[config.mk]
export PLATFORM = sky130hd
export DESIGN_NAME = stack_and_rotate_instr_exec
export DESIGN_NICKNAME = d
export VERILOG_FILES = /design/src/core/stack_and_rotate_instr_exec.v /design/src/core/rotate_unit.v /design/src/core/cycle_timer.v
export VERILOG_INCLUDE_DIRS = /design/src /design/src/core
export SDC_FILE = /design/constraint.sdc
export NUM_CORES = 1
export LEC_CHECK = 0
export ABC_AREA = 1
export BUFFER_PORTS_ARGS = -buffer_cell sky130_fd_sc_hd__clkbuf_2
export CAP_MARGIN = 20
export CORE_ASPECT_RATIO = 1.5
export CORE_UTILIZATION = 35
export DETAILED_ROUTE_END_ITERATION = 7
export PLACE_DENSITY = 0.57
export RECOVER_POWER = 25
export SKIP_CTS_REPAIR_TIMING = 1
export SLEW_MARGIN = 25
export SYNTH_ARGS = -nofsm -noshare
export SYNTH_HDL_FRONTEND = slang
export SYNTH_SLANG_ARGS = --single-unit
[constraint.sdc]
create_clock -name clock -period 3.14 [get_ports clock]
set_input_delay 0.314 -clock clock [delete_from_list [all_inputs] [get_ports clock]]
set_output_delay 0.314 -clock clock [all_outputs]
set_load 0.1 [all_outputs]
[src/core/stack_exec_defs.vh]
// Opcodes, flag positions, cycle counts, instruction lengths and reset values for the stack/rotate executor
`ifndef STACK_EXEC_DEFS_VH
`define STACK_EXEC_DEFS_VH
// Opcodes
`define OPC_POP_USER_INC 8'h93
`define OPC_PUSH_SYS_R 8'h70
`define OPC_PUSH_SYS_IND 8'h71
`define OPC_PUSH_USER_DEC 8'h82
`define OPC_PUSH_USER_INC 8'h83
`define OPC_CARRY_CLEAR 8'hCF
`define OPC_RETURN 8'hAF
`define OPC_ROT_LEFT_R 8'h90
`define OPC_ROT_LEFT_IND 8'h91
`define OPC_ROT_LEFT_C_R 8'h10
`define OPC_ROT_LEFT_C_IND 8'h11
`define OPC_ROT_RIGHT_R 8'hE0
`define OPC_ROT_RIGHT_IND 8'hE1
// Flag bit positions in the flags byte
`define FLAG_C 7
`define FLAG_Z 6
`define FLAG_S 5
`define FLAG_V 4
`define FLAG_D 3
`define FLAG_H 2
// Cycle counts per instruction
`define CYC_USER_STACK 4'd8
`define CYC_SYS_PUSH 4'd8
`define CYC_CARRY_CLEAR 4'd4
`define CYC_RETURN 4'd10
`define CYC_ROTATE 4'd4
// Instruction lengths in bytes
`define LEN_USER_STACK 2'd3
`define LEN_SYS_PUSH 2'd2
`define LEN_ROTATE 2'd2
`define LEN_ONE_BYTE 2'd1
// Reset values
`define FLAGS_RESET 8'h00
`define SP_RESET 16'h0000
`define PC_RESET 16'h0000
`endif

[src/core/stack_and_rotate_instr_exec.v]
// Executor for user/system stack, return, carry clear and rotate instructions
`timescale 1ns/100ps
`include "stack_exec_defs.vh"

module stack_and_rotate_instr_exec (
  input wire clock,
  input wire rst_n,
  input wire start,
  input wire [7:0] opcode,
  input wire [7:0] operand_a,
  input wire [7:0] operand_b,
  output reg busy,
  output reg done,
  output reg illegal,
  output reg [1:0] instr_len,
  output reg [7:0] flags,
  output reg [15:0] stack_ptr,
  output reg [15:0] pc,
  output reg [7:0] rf_addr,
  output reg [7:0] rf_wdata,
  output reg rf_we,
  output reg rf_re,
  input wire [7:0] rf_rdata,
  output reg [15:0] mem_addr,
  output reg [7:0] mem_wdata,
  output reg mem_we,
  output reg mem_re,
  input wire [7:0] mem_rdata
);
  // ==================================================
  // States and instruction classes
  localparam [7:0] ST_IDLE = 8'h01;
  localparam [7:0] ST_RD1 = 8'h02;
  localparam [7:0] ST_RD2 = 8'h04;
  localparam [7:0] ST_RD3 = 8'h08;
  localparam [7:0] ST_WR = 8'h10;
  localparam [7:0] ST_WR2 = 8'h20;
  localparam [7:0] ST_WAIT = 8'h40;
  localparam [7:0] ST_DONE = 8'h80;

  localparam [7:0] CL_POP_INC = 8'h01;
  localparam [7:0] CL_PUSHS = 8'h02;
  localparam [7:0] CL_PUSH_DEC = 8'h04;
  localparam [7:0] CL_PUSH_INC = 8'h08;
  localparam [7:0] CL_CCF = 8'h10;
  localparam [7:0] CL_RET = 8'h20;
  localparam [7:0] CL_ROT = 8'h40;
  localparam [7:0] CL_BAD = 8'h80;

  reg [7:0] state;
  reg [7:0] iclass;
  reg indirect;
  reg [1:0] rot_kind;
  reg [7:0] ptr_addr;
  reg [7:0] ptr_val;
  reg [7:0] data_val;
  reg [7:0] dst_addr;
  reg [7:0] pc_high;
  reg [7:0] rot_in;
  reg [3:0] cycles;
  reg timer_load;
  wire timer_last;
  wire [7:0] rot_res;
  wire rot_c;
  wire rot_z;
  wire rot_s;
  wire rot_v;

  // ==================================================
  // Decode helpers
  function [7:0] class_of;
    input [7:0] op;
    begin
      if (op == `OPC_POP_USER_INC) class_of = CL_POP_INC;
      else if (op == `OPC_PUSH_SYS_R || op == `OPC_PUSH_SYS_IND) class_of = CL_PUSHS;
      else if (op == `OPC_PUSH_USER_DEC) class_of = CL_PUSH_DEC;
      else if (op == `OPC_PUSH_USER_INC) class_of = CL_PUSH_INC;
      else if (op == `OPC_CARRY_CLEAR) class_of = CL_CCF;
      else if (op == `OPC_RETURN) class_of = CL_RET;
      else if (op == `OPC_ROT_LEFT_R || op == `OPC_ROT_LEFT_IND || op == `OPC_ROT_LEFT_C_R ||
               op == `OPC_ROT_LEFT_C_IND || op == `OPC_ROT_RIGHT_R || op == `OPC_ROT_RIGHT_IND)
        class_of = CL_ROT;
      else class_of = CL_BAD;
    end
  endfunction

  function [3:0] cycles_of;
    input [7:0] cl;
    begin
      if (cl == CL_CCF) cycles_of = `CYC_CARRY_CLEAR;
      else if (cl == CL_ROT) cycles_of = `CYC_ROTATE;
      else if (cl == CL_RET) cycles_of = `CYC_RETURN;
      else if (cl == CL_PUSHS) cycles_of = `CYC_SYS_PUSH;
      else cycles_of = `CYC_USER_STACK;
    end
  endfunction

  function [1:0] len_of;
    input [7:0] cl;
    begin
      if (cl == CL_CCF || cl == CL_RET || cl == CL_BAD) len_of = `LEN_ONE_BYTE;
      else if (cl == CL_ROT) len_of = `LEN_ROTATE;
      else if (cl == CL_PUSHS) len_of = `LEN_SYS_PUSH;
      else len_of = `LEN_USER_STACK;
    end
  endfunction

  // ==================================================
  // Shared arithmetic and timing
  rotate_unit rotator (
    .kind(rot_kind),
    .operand(rot_in),
    .carry_in(flags[`FLAG_C]),
    .result(rot_res),
    .carry_out(rot_c),
    .zero_out(rot_z),
    .sign_out(rot_s),
    .overflow_out(rot_v)
  );

  cycle_timer timer (
    .clock(clock),
    .rst_n(rst_n),
    .load(timer_load),
    .count(cycles),
    .last(timer_last)
  );

  // ==================================================
  // Main sequencer. Register file and stack memory answer in the cycle
  // in which the read strobe stands; each instruction then idles in ST_WAIT
  // so the completion pulse lands on its documented cycle count.
  always @(posedge clock) begin
    if (!rst_n) begin
      state <= ST_IDLE;
      iclass <= CL_BAD;
      indirect <= 1'b0;
      rot_kind <= 2'h0;
      ptr_addr <= 8'h00;
      ptr_val <= 8'h00;
      data_val <= 8'h00;
      dst_addr <= 8'h00;
      pc_high <= 8'h00;
      rot_in <= 8'h00;
      cycles <= 4'h0;
      timer_load <= 1'b0;
      busy <= 1'b0;
      done <= 1'b0;
      illegal <= 1'b0;
      instr_len <= 2'h0;
      flags <= `FLAGS_RESET;
      stack_ptr <= `SP_RESET;
      pc <= `PC_RESET;
      rf_addr <= 8'h00;
      rf_wdata <= 8'h00;
      rf_we <= 1'b0;
      rf_re <= 1'b0;
      mem_addr <= 16'h0000;
      mem_wdata <= 8'h00;
      mem_we <= 1'b0;
      mem_re <= 1'b0;
    end else begin
      rf_we <= 1'b0;
      rf_re <= 1'b0;
      mem_we <= 1'b0;
      mem_re <= 1'b0;
      done <= 1'b0;
      timer_load <= 1'b0;
      case (state)
        ST_IDLE: begin
          if (start) begin
            iclass <= class_of(opcode);
            cycles <= cycles_of(class_of(opcode)) - 4'h1; // Timer loads one cycle late
            instr_len <= len_of(class_of(opcode));
            timer_load <= 1'b1;
            busy <= 1'b1;
            illegal <= (class_of(opcode) == CL_BAD);
            indirect <= opcode[0];
            rot_kind <= (opcode[7:4] == 4'h9) ? 2'h0 : ((opcode[7:4] == 4'h1) ? 2'h1 : 2'h2);
            if (class_of(opcode) == CL_POP_INC) begin
              // Encoded source (pointer register) then destination
              ptr_addr <= operand_a;
              dst_addr <= operand_b;
              rf_addr <= operand_a;
              rf_re <= 1'b1;
              state <= ST_RD1;
            end else if (class_of(opcode) == CL_PUSH_DEC || class_of(opcode) == CL_PUSH_INC) begin
              // Encoded destination (pointer register) then source
              ptr_addr <= operand_a;
              rf_addr <= operand_b;
              rf_re <= 1'b1;
              state <= ST_RD1;
            end else if (class_of(opcode) == CL_PUSHS || class_of(opcode) == CL_ROT) begin
              rf_addr <= operand_a;
              rf_re <= 1'b1;
              state <= ST_RD1;
            end else if (class_of(opcode) == CL_RET) begin
              mem_addr <= stack_ptr;
              mem_re <= 1'b1;
              state <= ST_RD1;
            end else if (class_of(opcode) == CL_CCF) begin
              flags[`FLAG_C] <= 1'b0;
              state <= ST_WAIT;
            end else begin
              state <= ST_WAIT;
            end
          end
        end
        ST_RD1: begin
          if (iclass == CL_POP_INC) begin
            // Pointer value addresses the popped byte
            ptr_val <= rf_rdata;
            rf_addr <= rf_rdata;
            rf_re <= 1'b1;
            state <= ST_RD2;
          end else if (iclass == CL_PUSH_DEC || iclass == CL_PUSH_INC) begin
            data_val <= rf_rdata;
            rf_addr <= ptr_addr;
            rf_re <= 1'b1;
            state <= ST_RD2;
          end else if (iclass == CL_RET) begin
            pc_high <= mem_rdata;
            mem_addr <= stack_ptr + 16'h0001;
            mem_re <= 1'b1;
            state <= ST_RD2;
          end else if (indirect) begin
            // Named register holds the operand's address
            dst_addr <= rf_rdata;
            rf_addr <= rf_rdata;
            rf_re <= 1'b1;
            state <= ST_RD2;
          end else begin
            dst_addr <= rf_addr;
            rot_in <= rf_rdata;
            data_val <= rf_rdata;
            state <= ST_RD3;
          end
        end
        ST_RD2: begin
          if (iclass == CL_POP_INC) begin
            rf_addr <= dst_addr;
            rf_wdata <= rf_rdata;
            rf_we <= 1'b1;
            state <= ST_WR;
          end else if (iclass == CL_PUSH_DEC || iclass == CL_PUSH_INC) begin
            // Pointer moves first, then the source lands at the new spot
            ptr_val <= (iclass == CL_PUSH_DEC) ? rf_rdata - 8'h01 : rf_rdata + 8'h01;
            rf_addr <= ptr_addr;
            rf_wdata <= (iclass == CL_PUSH_DEC) ? rf_rdata - 8'h01 : rf_rdata + 8'h01;
            rf_we <= 1'b1;
            state <= ST_WR;
          end else if (iclass == CL_RET) begin
            pc <= {pc_high, mem_rdata};
            stack_ptr <= stack_ptr + 16'h0002;
            state <= ST_WAIT;
          end else begin
            rot_in <= rf_rdata;
            data_val <= rf_rdata;
            state <= ST_RD3;
          end
        end
        ST_RD3: begin
          if (iclass == CL_PUSHS) begin
            stack_ptr <= stack_ptr - 16'h0001;
            mem_addr <= stack_ptr - 16'h0001;
            mem_wdata <= data_val;
            mem_we <= 1'b1;
          end else begin
            rf_addr <= dst_addr;
            rf_wdata <= rot_res;
            rf_we <= 1'b1;
            flags[`FLAG_C] <= rot_c;
            flags[`FLAG_Z] <= rot_z;
            flags[`FLAG_S] <= rot_s;
            flags[`FLAG_V] <= rot_v;
          end
          state <= ST_WAIT;
        end
        ST_WR: begin
          if (iclass == CL_POP_INC) begin
            // Pop copies first, then the pointer steps up
            rf_addr <= ptr_addr;
            rf_wdata <= ptr_val + 8'h01;
            rf_we <= 1'b1;
          end else begin
            rf_addr <= ptr_val;
            rf_wdata <= data_val;
            rf_we <= 1'b1;
          end
          state <= ST_WR2;
        end
        ST_WR2: begin
          state <= ST_WAIT;
        end
        ST_WAIT: begin
          if (timer_last) begin
            done <= 1'b1;
            busy <= 1'b0;
            state <= ST_DONE;
          end
        end
        ST_DONE: begin
          state <= ST_IDLE;
        end
        default: begin
          state <= ST_IDLE;
        end
      endcase
    end
  end
endmodule

[src/core/rotate_unit.v]
// Combinational rotate unit with flag results
`timescale 1ns/100ps
module rotate_unit (
  input wire [1:0] kind,
  input wire [7:0] operand,
  input wire carry_in,
  output reg [7:0] result,
  output reg carry_out,
  output wire zero_out,
  output wire sign_out,
  output wire overflow_out
);
  // ==================================================
  // Rotation: 0 left, 1 left through carry, 2 right
  always @* begin
    case (kind)
      2'h0: begin
        result = {operand[6:0], operand[7]};
        carry_out = operand[7];
      end
      2'h1: begin
        result = {operand[6:0], carry_in};
        carry_out = operand[7];
      end
      default: begin
        result = {operand[0], operand[7:1]};
        carry_out = operand[0];
      end
    endcase
  end

  // Overflow is a sign change; zero and sign come from the result
  assign overflow_out = result[7] ^ operand[7];
  assign zero_out = (result == 8'h00);
  assign sign_out = result[7];
endmodule

[src/core/cycle_timer.v]
// Down counter that holds an instruction for its documented cycle count
`timescale 1ns/100ps
module cycle_timer (
  input wire clock,
  input wire rst_n,
  input wire load,
  input wire [3:0] count,
  output wire last
);
  reg [3:0] remain;
  // ==================================================
  // Counts down to zero and holds; last marks the cycle at one, the final cycle
  always @(posedge clock) begin
    if (!rst_n) begin
      remain <= 4'h0;
    end else if (load) begin
      remain <= count;
    end else if (remain != 4'h0) begin
      remain <= remain - 4'h1;
    end
  end
  assign last = (remain == 4'h1);
endmodule

==> results.json <==
{
  "tns_ns": 0,
  "worst-setup-path-type": "reg2reg",
  "timing.final.crit_period_ns": 2.62,
  "cts_made_buffers": 17,
  "drt-met1-wl_um": 12300,
  "final_antenna_net_count": 0,
  "start_util": 0.358,
  "p_leak_uw": 0.00468,
  "dr_total_vias": 9786,
  "grt_antenna_before_repair": 0,
  "synthTopCellsByArea": "dfxtp_1, nand2_1, nor2_1, o21ai_0, nand3_1",
  "dr.pass1.iters": 6,
  "vias_per_cell": 5.16,
  "placed_cells": 1865,
  "synth_area_leader_cell": "dfxtp_1",
  "cts_buffer_depth": 2,
  "r2r-start": "iclass[0]$_SDFFE_PN0P_",
  "ys_warn_count": 0,
  "grt_setup_unrepaired": "false",
  "crit_path_start_kind": "register",
  "htree_levels": 4,
  "wire_per_inst_um": 16.7,
  "overflow": 0,
  "async_flop_share": 0,
  "clock_latency_ns": 0.44,
  "regArea_mm2": 0.00322,
  "synth_commonest_cells": "nand2_1, nor2_1, dfxtp_1",
  "final_cells": 1897,
  "multi_input_area_mm2": 0.00522,
  "r2r-end": "rf_wdata[7]$_SDFFE_PN0P_",
  "grt_max_degree": 69,
  "powerDensity_mw_per_mm2": 570,
  "period_share": 0.833,
  "num_io_pins": 132,
  "critPathMaxStageDelay_ns": 0.32,
  "cp_slowest_cell": "dfxtp_1",
  "dr_wl_met2_um": 16900,
  "num-fill-cells": 2870,
  "worst_slew_pin_slew_ns": 1.21,
  "path_max_fanout": 6,
  "hpwlAfterDp_um": 23800,
  "drive_gt1_frac": 0.111,
  "synth-seq-area-share": 0.347,
  "final_hold_viol_count": 0,
  "clock_sinks": 161,
  "area_growth_pct": 15.9,
  "rows": 72,
  "die_w_um": 135,
  "ff2ff_path_depth": 13,
  "antennaDiodeCount": 0,
  "max-cap-violations": 0,
  "die_area_mm2": 0.0272,
  "clock_skew_ns": 0.0150,
  "routed.top_layer": "met4",
  "yosysTopAreaCellShare": 0.347,
  "required_ns": 3.50,
  "hp-class": "in2reg",
  "port_buffers": 127,
  "slew_headroom": 0.197,
  "vdd_drop_max_mv": 0.422,
  "grt_pass1_wl_um": 49400,
  "gp_congestion": 0.924,
  "grt_usage": 0.236,
  "syn_area_mm2": 0.00930,
  "chipHeight_um": 202,
  "clkTransAtPathRegs_ns": 0.07,
  "arrival_ns": 2.98,
  "syn_avg_cell_area_um2": 6.44,
  "synth.most_common_cell": "nand2_1",
  "setup_viol": 0,
  "endpoint": "rf_wdata[7]$_SDFFE_PN0P_",
  "final_nets": 1612,
  "crit_path_end_kind": "register",
  "ys_types": 50,
  "critPathLaunch": "iclass[0]$_SDFFE_PN0P_",
  "synth_edf_count": 0,
  "drt_iter0_drc": 550,
  "syn_inst": 1444,
  "synth-seq-cells": 161,
  "cts_tree": "done",
  "fmax_ghz": 0.382,
  "path_cells": "nor2_1, inv_1, nor2_1, nand3_1, inv_1, ha_1, a21oi_1, o21ai_0, a21oi_1, nand3_1, nand3_1, nand2_1, a21oi_1",
  "ys.flop_type": "dfxtp_1",
  "wl_um": 31800,
  "status": "finished clean",
  "coreArea_mm2": 0.0259,
  "grt_pass1_vias": 9317,
  "drcViolationCount": 0,
  "wl_met3_um": 1280,
  "cts-root-buf": "clkbuf_16",
  "drv_slew": 0,
  "reg2reg_slack_ns": 0.52
}
-- power breakdown --
group | switching [uW] | internal (uW) | total (uW)
Combinational | 1170 | 370 | 1540
Sequential | 120 | 2200 | 2320
Clock | 886 | 1400 | 2280
-- layout by cell type, fill, tap and decap left out, types with 2 or more instances in the layout --
master	n
a311oi_1	3
nand2_1	302
or2_2	2
nor2_4	2
dfxtp_1	161
nand2_4	2
bufinv_16	4
o31ai_1	2
xor2_1	11
clkbuf_16	17
inv_1	143
clkbuf_8	3
clkinvlp_4	2
nand2_2	14
nor4_1	3
inv_2	6
nor3_1	17
a21oi_2	10
o21ai_0	154
a31oi_1	12
clkinv_2	2
a211oi_1	19
nand3_2	2
nand3_1	118
o211ai_1	19
conb_1	4
nor3b_1	2
clkbuf_2	72
nor2_2	10
ha_1	17
nor2_1	220
nand4_1	16
xnor2_1	2
a21oi_1	95
buf_4	21
clkbuf_1	58
-- sequential cells by signal (all words and copies together) (netlist names), 2 cells and up --
signal,flops
rot_kind,2
rot_in,8
iclass,8
stack_ptr,16
ptr_val,8
pc_high,8
data_val,8
mem_wdata,8
instr_len,2
ptr_addr,8
rf_wdata,8
state,8
dst_addr,8
pc,16
timer.remain,4
flags,4
cycles,4
rf_addr,8
mem_addr,16
-- critical path, delay by kind of cell (launching register included) --
kind	cells	cell delay, ns
fa+ha+maj	1	0.32
compound gates	4	0.70
buf+inv	2	0.31
simple gates	6	0.90
flops	1	0.32
-- area by class of cell --
| class | count | share of cell area |
|---|---|---|
| Clock buffer | 23 | 0.0444 |
| Multi-Input combinational cell | 1073 | 0.484 |
| Tap cell | 333 | 0.0387 |
| Inverter | 150 | 0.0525 |
| Clock inverter | 9 | 0.0143 |
| Sequential cell | 161 | 0.299 |
| Timing Repair Buffer | 148 | 0.0672 |
-- metal layers --
metal / up-vias / global-route usage
met2: 291 / 0.441
met1: 4465 / 0.255
met3: 65 / 0.0315
met4: 0 / 0.116
met5: - / 0
li1: 4965 / -
-- metrics by stage --
step / worst slack (ns) / instance area [um^2] / util / hold WS [ns] / total power, uW
2_1_floorplan: 0.571 / 9310 / - / 0.415 / 3580
3_3_place_gp: 0.625 / 10200 / 0.394 / 0.452 / 3910
3_5_place_dp: 0.576 / 10200 / 0.394 / 0.456 / 3920
4_1_cts: 0.561 / 10800 / 0.418 / 0.0933 / 6200
5_1_grt: 0.256 / 10800 / 0.415 / 0.116 / 6440
6_report: 0.524 / 10800 / 0.415 / 0.122 / 6140
-- worst min-delay path by stage --
stage	cells after the start	slack (ns)	from	endpoint
finish	2	0.12	start	iclass[4]$_SDFFE_PN0P_
global route	2	0.12	start	iclass[4]$_SDFFE_PN0P_
CTS	2	0.09	start	iclass[4]$_SDFFE_PN0P_
detailed placement	2	0.46	mem_addr[11]$_SDFFE_PN0P_	mem_addr[11]$_SDFFE_PN0P_
global placement	2	0.45	mem_addr[12]$_SDFFE_PN0P_	mem_addr[12]$_SDFFE_PN0P_
floorplan	1	0.41	start	iclass[4]$_SDFFE_PN0P_
-- cell families after synthesis --
| family | synth area share |
|---|---|
| compound gates | 0.195 |
| xor+xnor | 0.0122 |
| fa+ha+maj | 0.0250 |
| buf+inv | 0.0937 |
| flops | 0.347 |
| other cells | 0.000403 |
| simple gates | 0.327 |
Note: power is estimated with default switching activity, not from simulation.
